<file path="src/common/prm_pkg.sv">
// Constants, modes and carrier structs for the priority request manager.
// Assumes one clock domain and synchronous request and control inputs.
package prm_pkg;
   // ------------------------------------------------------------
   // Sizes and reset values
   // ------------------------------------------------------------
   localparam int unsigned NUM_REQ = 8;        // Request inputs per controller
   localparam int unsigned LVL_W = 3;          // Width of a level number
   localparam logic [2:0] LOWEST_RST = 3'h7;   // Bottom level after reset
   localparam logic [2:0] NESTED_LOWEST = 3'h7; // Fixed bottom level when nested
   localparam logic [7:0] CALL_OPCODE = 8'hcd; // Call opcode sent on first ack
   localparam int unsigned VEC_SHIFT = 2;      // Routine spacing is 4 bytes
   localparam int unsigned POLL_VALID_BIT = 7; // Poll word: request present flag
   localparam logic [7:0] DATA_RST = 8'h00;    // Data bus value at reset

   // ------------------------------------------------------------
   // Types
   // ------------------------------------------------------------
   typedef enum logic [1:0] {PRM_NESTED, PRM_ROTATE, PRM_SPECIFIC} prm_mode_t;

   // Static configuration, may change at any cycle
   typedef struct packed {
      logic [7:0] mask;       // One bit per input, 1 blocks it
      prm_mode_t mode;        // Priority mode
      logic [7:0] slave_map;  // Inputs fed by a cascaded slave
      logic is_slave;         // This controller is a slave
      logic [2:0] cas_id;     // Slave identity on the cascade code
      logic [15:0] vec_base;  // Address of routine for level 0
   } prm_cfg_t;

   // One-cycle software commands
   typedef struct packed {
      logic eoi;              // End of service for top in-service level
      logic spec_load;        // Load bottom level (specific mode)
      logic [2:0] spec_level; // Level to become the bottom
      logic poll_rd;          // Polled read of the winner
   } prm_cmd_t;
endpackage

</file>
<file path="src/rtl/prm_core.sv">
// Priority request manager: eight-level vectored interrupt controller.
// Assumes requests, acknowledge and commands are synchronous to clock_in.
`timescale 1ns/100ps
module prm_core
(
   input wire logic clock_in,
   input wire logic rst_n_in,
   input wire logic [7:0] req_in,
   input wire prm_pkg::prm_cfg_t cfg_in,
   input wire prm_pkg::prm_cmd_t cmd_in,
   input wire logic inta_in,
   input wire logic [2:0] cas_in,
   output logic int_out,
   output logic [7:0] data_out,
   output logic data_oe_out,
   output logic [2:0] cas_out,
   output logic cas_oe_out
);
   // ------------------------------------------------------------
   // Helpers
   // ------------------------------------------------------------
   // Scan from the level just above the bottom; returns {found, level}
   function automatic logic [3:0] pick(input logic [7:0] vec, input logic [2:0] low);
      logic [3:0] res;
      logic [2:0] idx;
      res = 4'h0;
      for (int r = 7; r >= 0; r--)
      begin
         idx = low + 3'(r + 1);
         if (vec[idx])
            res = {1'b1, idx};
      end
      return res;
   endfunction

   // Rank 0 is the top priority
   function automatic logic [2:0] rank(input logic [2:0] lvl, input logic [2:0] low);
      return 3'(lvl - low - 3'h1);
   endfunction

   typedef enum logic [1:0] {PRM_IDLE, PRM_LOW, PRM_HIGH} prm_ack_t;

   // ------------------------------------------------------------
   // State
   // ------------------------------------------------------------
   prm_ack_t ack_q, ack_d;           // Acknowledge sequence position
   logic [7:0] isr_q, isr_d;         // In-service levels
   logic [2:0] lowest_q, lowest_d;   // Bottom level for rotating modes
   logic [2:0] lvl_q, lvl_d;         // Level latched at first ack
   logic int_q, int_d;
   logic [7:0] data_q, data_d;
   logic oe_q, oe_d;
   logic [2:0] cas_q, cas_d;
   logic cas_oe_q, cas_oe_d;
   logic inta_prev_q;                // For rising edge of acknowledge

   // ------------------------------------------------------------
   // Priority resolution
   // ------------------------------------------------------------
   wire logic [7:0] pending = req_in & ~cfg_in.mask;
   // Nested mode ignores the stored bottom, so a mode change needs no reinit
   wire logic [2:0] low_eff = (cfg_in.mode == prm_pkg::PRM_NESTED) ? prm_pkg::NESTED_LOWEST : lowest_q;
   wire logic [3:0] req_pick = pick(pending, low_eff);
   wire logic [3:0] isr_pick = pick(isr_q, low_eff);
   wire logic req_found = req_pick[3];
   wire logic [2:0] win = req_pick[2:0];
   wire logic isr_found = isr_pick[3];
   wire logic [2:0] top_isr = isr_pick[2:0];
   // Equal rank does not preempt: a level cannot nest on itself
   wire logic outranks = !isr_found || (rank(win, low_eff) < rank(top_isr, low_eff));
   wire logic int_cond = req_found && outranks;
   wire logic inta_rise = inta_in && !inta_prev_q;
   wire logic first_ack = inta_rise && (ack_q == PRM_IDLE);
   // Spurious ack with nothing pending answers for the bottom level
   wire logic [2:0] ack_lvl = req_found ? win : low_eff;
   wire logic via_slave = !cfg_in.is_slave && cfg_in.slave_map[lvl_q];
   wire logic selected = cfg_in.is_slave ? (cas_in == cfg_in.cas_id) : !via_slave;
   wire logic [15:0] vec_addr = cfg_in.vec_base + (16'(lvl_q) << prm_pkg::VEC_SHIFT);
   wire logic slave_mark = cfg_in.is_slave && inta_rise && (ack_q == PRM_LOW) && selected;
   wire logic master_mark = !cfg_in.is_slave && first_ack && req_found;
   // A poll that meets a first ack is answered by the ack, so it marks nothing itself
   wire logic poll_mark = cmd_in.poll_rd && req_found && (ack_q == PRM_IDLE) && !first_ack;

   // ------------------------------------------------------------
   // Next-state logic
   // ------------------------------------------------------------
   // Sequencer, in-service bits, bottom level and bus drive
   always_comb
   begin
      ack_d = ack_q;
      isr_d = isr_q;
      lowest_d = lowest_q;
      lvl_d = lvl_q;
      data_d = data_q;
      oe_d = oe_q && inta_in;       // Release bus once the ack ends
      cas_d = cas_q;
      cas_oe_d = cas_oe_q;
      // End of service clears the top in-service level
      if (cmd_in.eoi && isr_found)
      begin
         isr_d[top_isr] = 1'b0;
         if (cfg_in.mode != prm_pkg::PRM_NESTED)
            lowest_d = top_isr;
      end
      if (cmd_in.spec_load && cfg_in.mode == prm_pkg::PRM_SPECIFIC)
         lowest_d = cmd_in.spec_level;
      // Marking after the clear keeps a fresh ack from being lost
      if (master_mark)
         isr_d[win] = 1'b1;
      if (slave_mark)
         isr_d[lvl_q] = 1'b1;
      if (poll_mark)
         isr_d[win] = 1'b1;
      case (ack_q)
         PRM_IDLE:
         begin
            if (first_ack)
            begin
               // A slave keeps off the bus for the opcode
               ack_d = PRM_LOW;
               lvl_d = ack_lvl;
               data_d = prm_pkg::CALL_OPCODE;
               oe_d = !cfg_in.is_slave;
               cas_d = ack_lvl;
               cas_oe_d = !cfg_in.is_slave && cfg_in.slave_map[ack_lvl];
            end
            else if (cmd_in.poll_rd)
            begin
               data_d = {req_found, 4'h0, win};
               oe_d = 1'b1;
            end
         end
         PRM_LOW:
         begin
            if (inta_rise)
            begin
               ack_d = PRM_HIGH;
               data_d = vec_addr[7:0];
               oe_d = selected;
            end
         end
         PRM_HIGH:
         begin
            if (inta_rise)
            begin
               ack_d = PRM_IDLE;
               data_d = vec_addr[15:8];
               oe_d = selected;
               cas_oe_d = 1'b0;
            end
         end
         default:
            ack_d = PRM_IDLE;
      endcase
      // Interrupt line drops while an ack sequence runs
      int_d = int_cond && (ack_d == PRM_IDLE) && !first_ack;
   end

   // ------------------------------------------------------------
   // Registers
   // ------------------------------------------------------------
   // All state on one clock, asynchronous reset to constants
   always_ff @(posedge clock_in or negedge rst_n_in)
   begin
      if (!rst_n_in)
      begin
         ack_q <= PRM_IDLE;
         isr_q <= 8'h00;
         lowest_q <= prm_pkg::LOWEST_RST;
         lvl_q <= 3'h0;
         int_q <= 1'b0;
         data_q <= prm_pkg::DATA_RST;
         oe_q <= 1'b0;
         cas_q <= 3'h0;
         cas_oe_q <= 1'b0;
         inta_prev_q <= 1'b0;
      end
      else
      begin
         ack_q <= ack_d;
         isr_q <= isr_d;
         lowest_q <= lowest_d;
         lvl_q <= lvl_d;
         int_q <= int_d;
         data_q <= data_d;
         oe_q <= oe_d;
         cas_q <= cas_d;
         cas_oe_q <= cas_oe_d;
         inta_prev_q <= inta_in;
      end
   end

   assign int_out = int_q;
   assign data_out = data_q;
   assign data_oe_out = oe_q;
   assign cas_out = cas_q;
   assign cas_oe_out = cas_oe_q;

   // ------------------------------------------------------------
   // Assertions
   // ------------------------------------------------------------
   property p_masked_quiet;
      @(posedge clock_in) disable iff (!rst_n_in) (pending == 8'h00) |=> !int_out;
   endproperty
   a_masked_quiet: assert property (p_masked_quiet) else $error("interrupt with no unmasked request");

   property p_no_preempt;
      @(posedge clock_in) disable iff (!rst_n_in)
         (req_found && isr_found && rank(win, low_eff) >= rank(top_isr, low_eff)) |=> !int_out;
   endproperty
   a_no_preempt: assert property (p_no_preempt) else $error("lower request preempted service");

   property p_raise;
      @(posedge clock_in) disable iff (!rst_n_in)
         (ack_q == PRM_IDLE && !inta_in && !inta_prev_q && req_found && !isr_found) |=> int_out;
   endproperty
   a_raise: assert property (p_raise) else $error("pending request did not interrupt");

   property p_opcode;
      @(posedge clock_in) disable iff (!rst_n_in)
         (first_ack && !cfg_in.is_slave) |=> (data_out == prm_pkg::CALL_OPCODE) && data_oe_out;
   endproperty
   a_opcode: assert property (p_opcode) else $error("call opcode missing on first ack");

   // A slave leaves the opcode byte to the master
   property p_slave_quiet;
      @(posedge clock_in) disable iff (!rst_n_in) (first_ack && cfg_in.is_slave) |=> !data_oe_out;
   endproperty
   a_slave_quiet: assert property (p_slave_quiet) else $error("slave drove the opcode byte");

   property p_low_byte;
      @(posedge clock_in) disable iff (!rst_n_in)
         (inta_rise && ack_q == PRM_LOW) |=> (data_out == $past(vec_addr[7:0])) && (ack_q == PRM_HIGH);
   endproperty
   a_low_byte: assert property (p_low_byte) else $error("low address byte wrong");

   property p_mark;
      @(posedge clock_in) disable iff (!rst_n_in) master_mark |=> isr_q[lvl_q] && (lvl_q == $past(win));
   endproperty
   a_mark: assert property (p_mark) else $error("acknowledged level not in service");

   property p_rotate;
      @(posedge clock_in) disable iff (!rst_n_in)
         (cmd_in.eoi && isr_found && cfg_in.mode == prm_pkg::PRM_ROTATE && !cmd_in.spec_load)
         |=> (lowest_q == $past(top_isr));
   endproperty
   a_rotate: assert property (p_rotate) else $error("serviced level not moved to bottom");

   property p_specific;
      @(posedge clock_in) disable iff (!rst_n_in)
         (cmd_in.spec_load && cfg_in.mode == prm_pkg::PRM_SPECIFIC) |=> (lowest_q == $past(cmd_in.spec_level));
   endproperty
   a_specific: assert property (p_specific) else $error("bottom level not loaded");

   property p_poll;
      @(posedge clock_in) disable iff (!rst_n_in)
         (cmd_in.poll_rd && !first_ack && ack_q == PRM_IDLE)
         |=> data_oe_out && (data_out[2:0] == $past(win)) && (data_out[prm_pkg::POLL_VALID_BIT] == $past(req_found));
   endproperty
   a_poll: assert property (p_poll) else $error("poll word wrong");

   property p_nested_top;
      @(posedge clock_in) disable iff (!rst_n_in)
         (cfg_in.mode == prm_pkg::PRM_NESTED && pending[0]) |-> (win == 3'h0);
   endproperty
   a_nested_top: assert property (p_nested_top) else $error("input 0 not top in nested mode");

   c_full_call: cover property (@(posedge clock_in) disable iff (!rst_n_in)
      (ack_q == PRM_HIGH) ##1 (ack_q == PRM_IDLE));
   c_nest: cover property (@(posedge clock_in) disable iff (!rst_n_in) isr_found ##1 int_out);
   c_rotate: cover property (@(posedge clock_in) disable iff (!rst_n_in)
      cmd_in.eoi && cfg_in.mode == prm_pkg::PRM_ROTATE && isr_found);
   c_poll: cover property (@(posedge clock_in) disable iff (!rst_n_in) poll_mark);
endmodule

</file>
<file path="config.mk">
export PLATFORM = sky130hd
export DESIGN_NAME = prm_core
export DESIGN_NICKNAME = d
export VERILOG_FILES = /design/src/common/prm_pkg.sv /design/src/rtl/prm_core.sv
export SDC_FILE = /design/constraint.sdc
export NUM_CORES = 1
export LEC_CHECK = 0
export BUFFER_PORTS_ARGS = -buffer_cell sky130_fd_sc_hd__buf_2
export CELL_PAD_IN_SITES_DETAIL_PLACEMENT = 0
export CELL_PAD_IN_SITES_GLOBAL_PLACEMENT = 1
export CORE_ASPECT_RATIO = 1.5
export CORE_MARGIN = 3
export CORE_UTILIZATION = 46
export DETAILED_ROUTE_END_ITERATION = 7
export GPL_TIMING_DRIVEN = 0
export PLACE_DENSITY_LB_ADDON = 0.1
export RECOVER_POWER = 100
export SYNTH_ARGS = -nofsm -noshare
export SYNTH_HDL_FRONTEND = slang
export SYNTH_SLANG_ARGS = --single-unit
</file>
<file path="constraint.sdc">
create_clock -name clock_in -period 10.6 [get_ports clock_in]
set_input_delay 1.59 -clock clock_in [delete_from_list [all_inputs] [get_ports clock_in]]
set_output_delay 1.59 -clock clock_in [all_outputs]
set_load 0.02 [all_outputs]
</file>
# After elaboration in Yosys (flattened, before gate mapping)
# Index checks and enable logic that the tools add are counted.
# word_totals
register_bits,28
ram_bits,0
input_bits,58
wordCells,176
mem_bits_ro,0
out_inout_bits,14
latch_bits,0
memories,0
# classes
n_lt_le_gt_ge,16
muxes,84
addsub,12
n_mul,0
n_eq_ne,8
div_mod_pow,0
bitwise_logic,7
shifts,0
reduce_logical,40
# op_table
cell,n
4-bit two-way mux,16
8-bit two-way mux,8
1-bit binary-select mux with 3-bit select,18
3-bit by 4-bit less-than comparator with 1-bit output (second input constant),12
1-bit two-way mux,27
8-bit bitwise OR,3
8-bit one-hot mux with 3 select lines,1
1-bit logical AND,21
16-bit by 5-bit adder with 16-bit output,1
8-bit AND,2
8-bit NOT,2
3-bit two-way mux,5
3-bit adder (second input constant),4
1-bit demux with 3-bit select,3
3-bit by 1-bit >= comparator with 1-bit output (second input constant),3
2-bit nonzero test,4
3-bit by 2-bit adder with 3-bit output (second input constant),2
2-bit zero test,3
2-bit two-way mux,3
2-bit != test (second input constant),3
2-bit one-hot mux with 3 select lines,1
3-bit by 1-bit subtractor with 3-bit output (second input constant),2
3-bit subtractor,2
1-bit zero test,5
13 further kinds,16

# Depth between registers and ports, before layout
# logic_depth
word_depth,25
mapped_depth,22
depth_no_buf,18

# Worst setup path after synthesis
# No wires, ideal clock.
# synth_path
path_kind,in2reg
startpoint,in cfg_in[28] (netlist name)
endpoint,reg int_q (netlist: int_out)
arrival_time_ps,5559
path_buffers,5
setup_time_ps,68
path_slack_ps,4973
stages,22
path_cell_list,buf_2 > o21ba_2 > inv_2 > buf_4 > clkbuf_1 > ha_1 > buf_1 > mux4_2 > mux2i_1 > nand3b_1 > o311a_1 > o211ai_1 > o21ai_1 > clkbuf_1 > xnor2_1 > ha_1 > a21oi_1 > xnor2_1 > ha_1 > nor2b_1 > o21ai_0 > and4b_1
# synth_via
elab_chain_cells,19
elab_cells_between_ends,67
classes_between,11 x add/sub; 1 x order compare; 49 x mux; 6 x reduce/logical
# synth_lines
element,line,rtl
from (decl),prm_core.sv:9,"input wire prm_pkg::prm_cfg_t cfg_in,"
2-bit zero test *,prm_core.sv:62,wire logic [2:0] low_eff = (cfg_in.mode == prm_pkg::PRM_NESTED) ? prm_pkg::NESTED_LOWEST : lowest_q;
3-bit two-way mux *,prm_core.sv:62,
3-bit adder / 1-bit binary-select mux with 3-bit select (equally long branches),"prm_core.sv:29, prm_core.sv:30",
1-bit binary-select mux with 3-bit select / 1-bit two-way mux (equally long branches),prm_core.sv:30,if (vec[idx])
1-bit two-way mux (implied by the code) / 4-bit two-way mux (equally long branches),prm_core.sv:30,
4-bit two-way mux (7 in a row),prm_core.sv:30,
3-bit subtractor,prm_core.sv:38,return 3'(lvl - low - 3'h1);
3-bit by 1-bit subtractor with 3-bit output,prm_core.sv:38,
3-bit less-than comparator,prm_core.sv:70,"wire logic outranks = !isr_found || (rank(win, low_eff) < rank(top_isr, low_eff));"
1-bit logical OR,prm_core.sv:70,
1-bit logical AND *,prm_core.sv:71,wire logic int_cond = req_found && outranks;
1-bit logical AND * (2 in a row),prm_core.sv:156,int_d = int_cond && (ack_d == PRM_IDLE) && !first_ack;
named net int_d,prm_core.sv:50,"logic int_q, int_d;"
to (signal assigned),prm_core.sv:184,int_q <= int_d;
to (decl),prm_core.sv:50,
# Mark *: on every way through the listed nets, which the timed path passes. The rest lies on a longest branch. The select of a mux whose other input is x is not followed.
# A chain may end at the register's enable or synchronous reset.

# Worst setup path in the final report
# layout_path
startpoint,in cfg_in[29] (netlist name)
endpoint,reg int_q (netlist: int_out)
# Same word-level chain as after synthesis.

==> results.ini <==
[worst_setup_path]
worstPathMaxFanout=10
cp-end-kind=flip-flop
r2r-start=lowest_q[1]
crit_start=cfg_in[29]
crit_required_ps=10810
crit_path_start_kind=primary input
worstSetupPathType=in2reg
cp_slowest_cell=clkbuf_1
cpLargestDelayFamily=buffers and inverters
path_cells=clkbuf_1 -> o21ba_2 -> inv_1 -> clkbuf_1 -> clkbuf_1 -> ha_1 -> clkbuf_1 -> xnor2_1 -> mux2i_1 -> nand2b_1 -> o311a_1 -> o211ai_1 -> o21ai_0 -> clkbuf_1 -> xnor2_1 -> ha_1 -> a21oi_1 -> xnor2_1 -> ha_1 -> nor2b_1 -> o21ai_0 -> and4b_1
crit_arrival_ps=7130
crit_buf_inv=6
cpMostUsedCell=clkbuf_1
cp_slowest_stage_delay_ps=530

[outcome]
violations=max-capacitance violations, max-slew violations
status=finished, violations left

[clock_tree]
insertion_delay_ps=280
root_buffer=clkbuf_16
htreeDepth=1
clock-sinks=28
cts_tree=done
clockBufferDepth=2
post_cts_buffers=0
cts_resized=0
cts.clk_slew.worst_paths_ps=70
cts_buffers=3
holdBufCountCts=0

[logic_synthesis]
yosysTopAreaCellShare_pct=15.6
syn_inst=505
yosys-top-cells-area=dfrtp_1 16%, mux4_2 6.2%, nand2_1 5.9%
synth_top_area_cell=dfrtp_1
syn_avg_cell_area_um2=7.96
ys_seq_area_share_pct=17.5
synth_nets=578
ys.flop_type=dfrtp_1
synth_edf_count=0
yosysWarnings=0
synth_cell_types=77
netlist_area_um2=4020
ys_ff_latch=28
synthArstFlopShare_pct=100

[routing]
drt-initial-drc-count=183
wl_per_cell_um=19.1
drc=0
wl_mm=13.1
dr.pass1.iters=8
ant_nets=0
routed_via_density=6.21
vias=4255

[sta]
period_needed_ps=6920
slew-limit-headroom_pct=-12.4
finalMaxSlewViolations=29
tns_ps=0
worst_slew_pin_slew_ps=1690
period_share_pct=65.3
fmax_ghz=0.145
finalHoldViolations=0
setup_viol=0
fin_ws_ps=3680
rsz0062_at_grt=false
clock_skew_ps=10.1

[place]
dpl.hpwl_mm=10.6
dp.cells=681
post-place-ws_ps=3940
gp_congestion=0.983
post_dp_cell_area_um2=4500
io_buffers=69

[global_route]
antenna_found_initial=0
gr-total-overflow=0
use_met3_pct=2.53
grt.busiest_layer=met2
grtUsageTotal_pct=27.1
met2_usage_pct=50.2
grt_pass1_wl_mm=20.8
gr-usage-met1_pct=30.1
grt_max_degree=29
grt_pass1_vias=4301

[cells_and_area]
seqCellArea_um2=704
fin_cells=685
nets=652
antennaDiodeCount=0
drive_gt1_share_pct=18.9
area_delta_synth_final_pct=13.4
multiInputGateArea_um2=3090
fill_cells=826
final_cell_area_um2=4560

[worst_hold_path]
min_from=data_out[1]
hold_class=reg2reg

[pwr]
power-per-cell-area_nw_per_um2=417
finalPower_mw=1.90
ir_drop_mv=0.242
p_leak_nw=1.89

[run]
drv_cap=1

[die]
die_height_um=120
core_um2=8460
io-pin-count=72
die_w_um=82.3
initial_utilization_pct=47.5
die-area_um2=9920
fp-row-count=41

worst reg2reg max path, cell delays in order, from the launching register on:
cell and delay, ps:
dfstp_2 520, buf_2 190, o21ba_2 190, inv_1 70, clkbuf_1 510, clkbuf_1 530, ha_1 250, clkbuf_1 350
xnor2_1 420, mux2i_1 260, nand2b_1 150, o311a_1 180, o211ai_1 80, o21ai_0 430, clkbuf_1 450, xnor2_1 130
ha_1 220, a21oi_1 150, xnor2_1 140, ha_1 240, nor2b_1 130, o21ai_0 190, and4b_1 210
registers in the layout, indices dropped and copies added, names as in the netlist:
name,cells
int_out,1
ack_q,2
inta_prev_q,1
data_oe_out,1
data_out,8
lowest_q,3
cas_out,3
cas_oe_out,1
isr_q,8
routing by layer:
metal | vias up | routed length, um
met5 | - | 0
met4 | 0 | 501
met3 | 44 | 581
met2 | 173 | 7030
met1 | 1997 | 4980
li1 | 2041 | -
kinds of logic after synthesis:
group | count (synthesis) | synth area share (%)
and+or+nand+nor | 194 | 24.2
AOI/OAI and AO/OA | 152 | 27.0
muxes | 48 | 16.0
buffers and inverters | 44 | 5.29
DFF | 28 | 17.5
xor gates and xnor gates | 24 | 5.23
adders and majority gates | 15 | 4.86
layout make-up:
cell class	count	area share, %
buffer	29	3.13
clock buffer	3	1.65
clock inverter	1	0.659
inverter	15	1.35
multi-input combinational	433	67.7
sequential	28	15.5
tap	107	2.94
timing repair buffer	69	7.11
synthesized netlist by cell type, types with 4 or more instances:
cell type  number
mux2i_1        21
nand3_1        29
a211oi_1        6
mux4_2         11
o21ai_0        30
ha_1           14
mux2_2         15
o21ba_2         4
a21o_1          7
dfrtp_1        25
o31ai_1         7
and2_1          4
a31oi_1         4
a22oi_1         5
o22ai_1        12
nand4_1         6
inv_1          13
nand2b_1       18
xor2_1          5
a21oi_1        24
nand2_1        63
nor2_1         34
a221oi_1        6
buf_2           8
nor2b_1        15
clkbuf_1       14
o311ai_0        7
xnor2_1        19
cells in the final DEF, fill, tap and decap left out, types with 4 or more instances in the layout:
master,n
nand3_1,29
nor2_1,34
ha_1,14
nand4_1,6
a211oi_1,6
mux2_2,14
nand2b_1,18
clkbuf_1,35
o311ai_0,7
a21oi_1,24
o21ai_0,32
nor2b_1,15
dfrtp_1,25
mux2i_1,21
a221oi_1,6
o22ai_1,12
xnor2_1,19
xor2_1,5
a22oi_1,5
a21o_1,7
o31ai_1,8
mux4_2,11
a31oi_1,4
nand2_1,63
buf_2,60
inv_1,14
path summary, 6_finish.rpt:
check,to,slack (ps),cells past startpoint
max,int_out,3680,22
min in group asynchronous,data_out[0],1750,1
min reg2reg,data_out[1],480,2
max reg2reg,int_out,4550,22
max in group asynchronous,data_oe_out,7880,1
min,data_out[1],480,2
power by group:
part	switching (mW)	internal (mW)	leakage, nW
Clock	0.0411	0.0755	0.0511
Sequential	0.0572	0.162	0.348
Combinational	0.930	0.634	1.49
Total	1.03	0.872	1.89
metrics by stage:
stage | hold slack (ps) | utilization, %
final | 484 | 53.8
after floorplan | 570 | -
after global routing | 506 | 53.8
after CTS | 484 | 54.4
after detailed placement | 469 | 53.1
after global placement | 460 | 53.1
(Power assumes the default switching activity.)
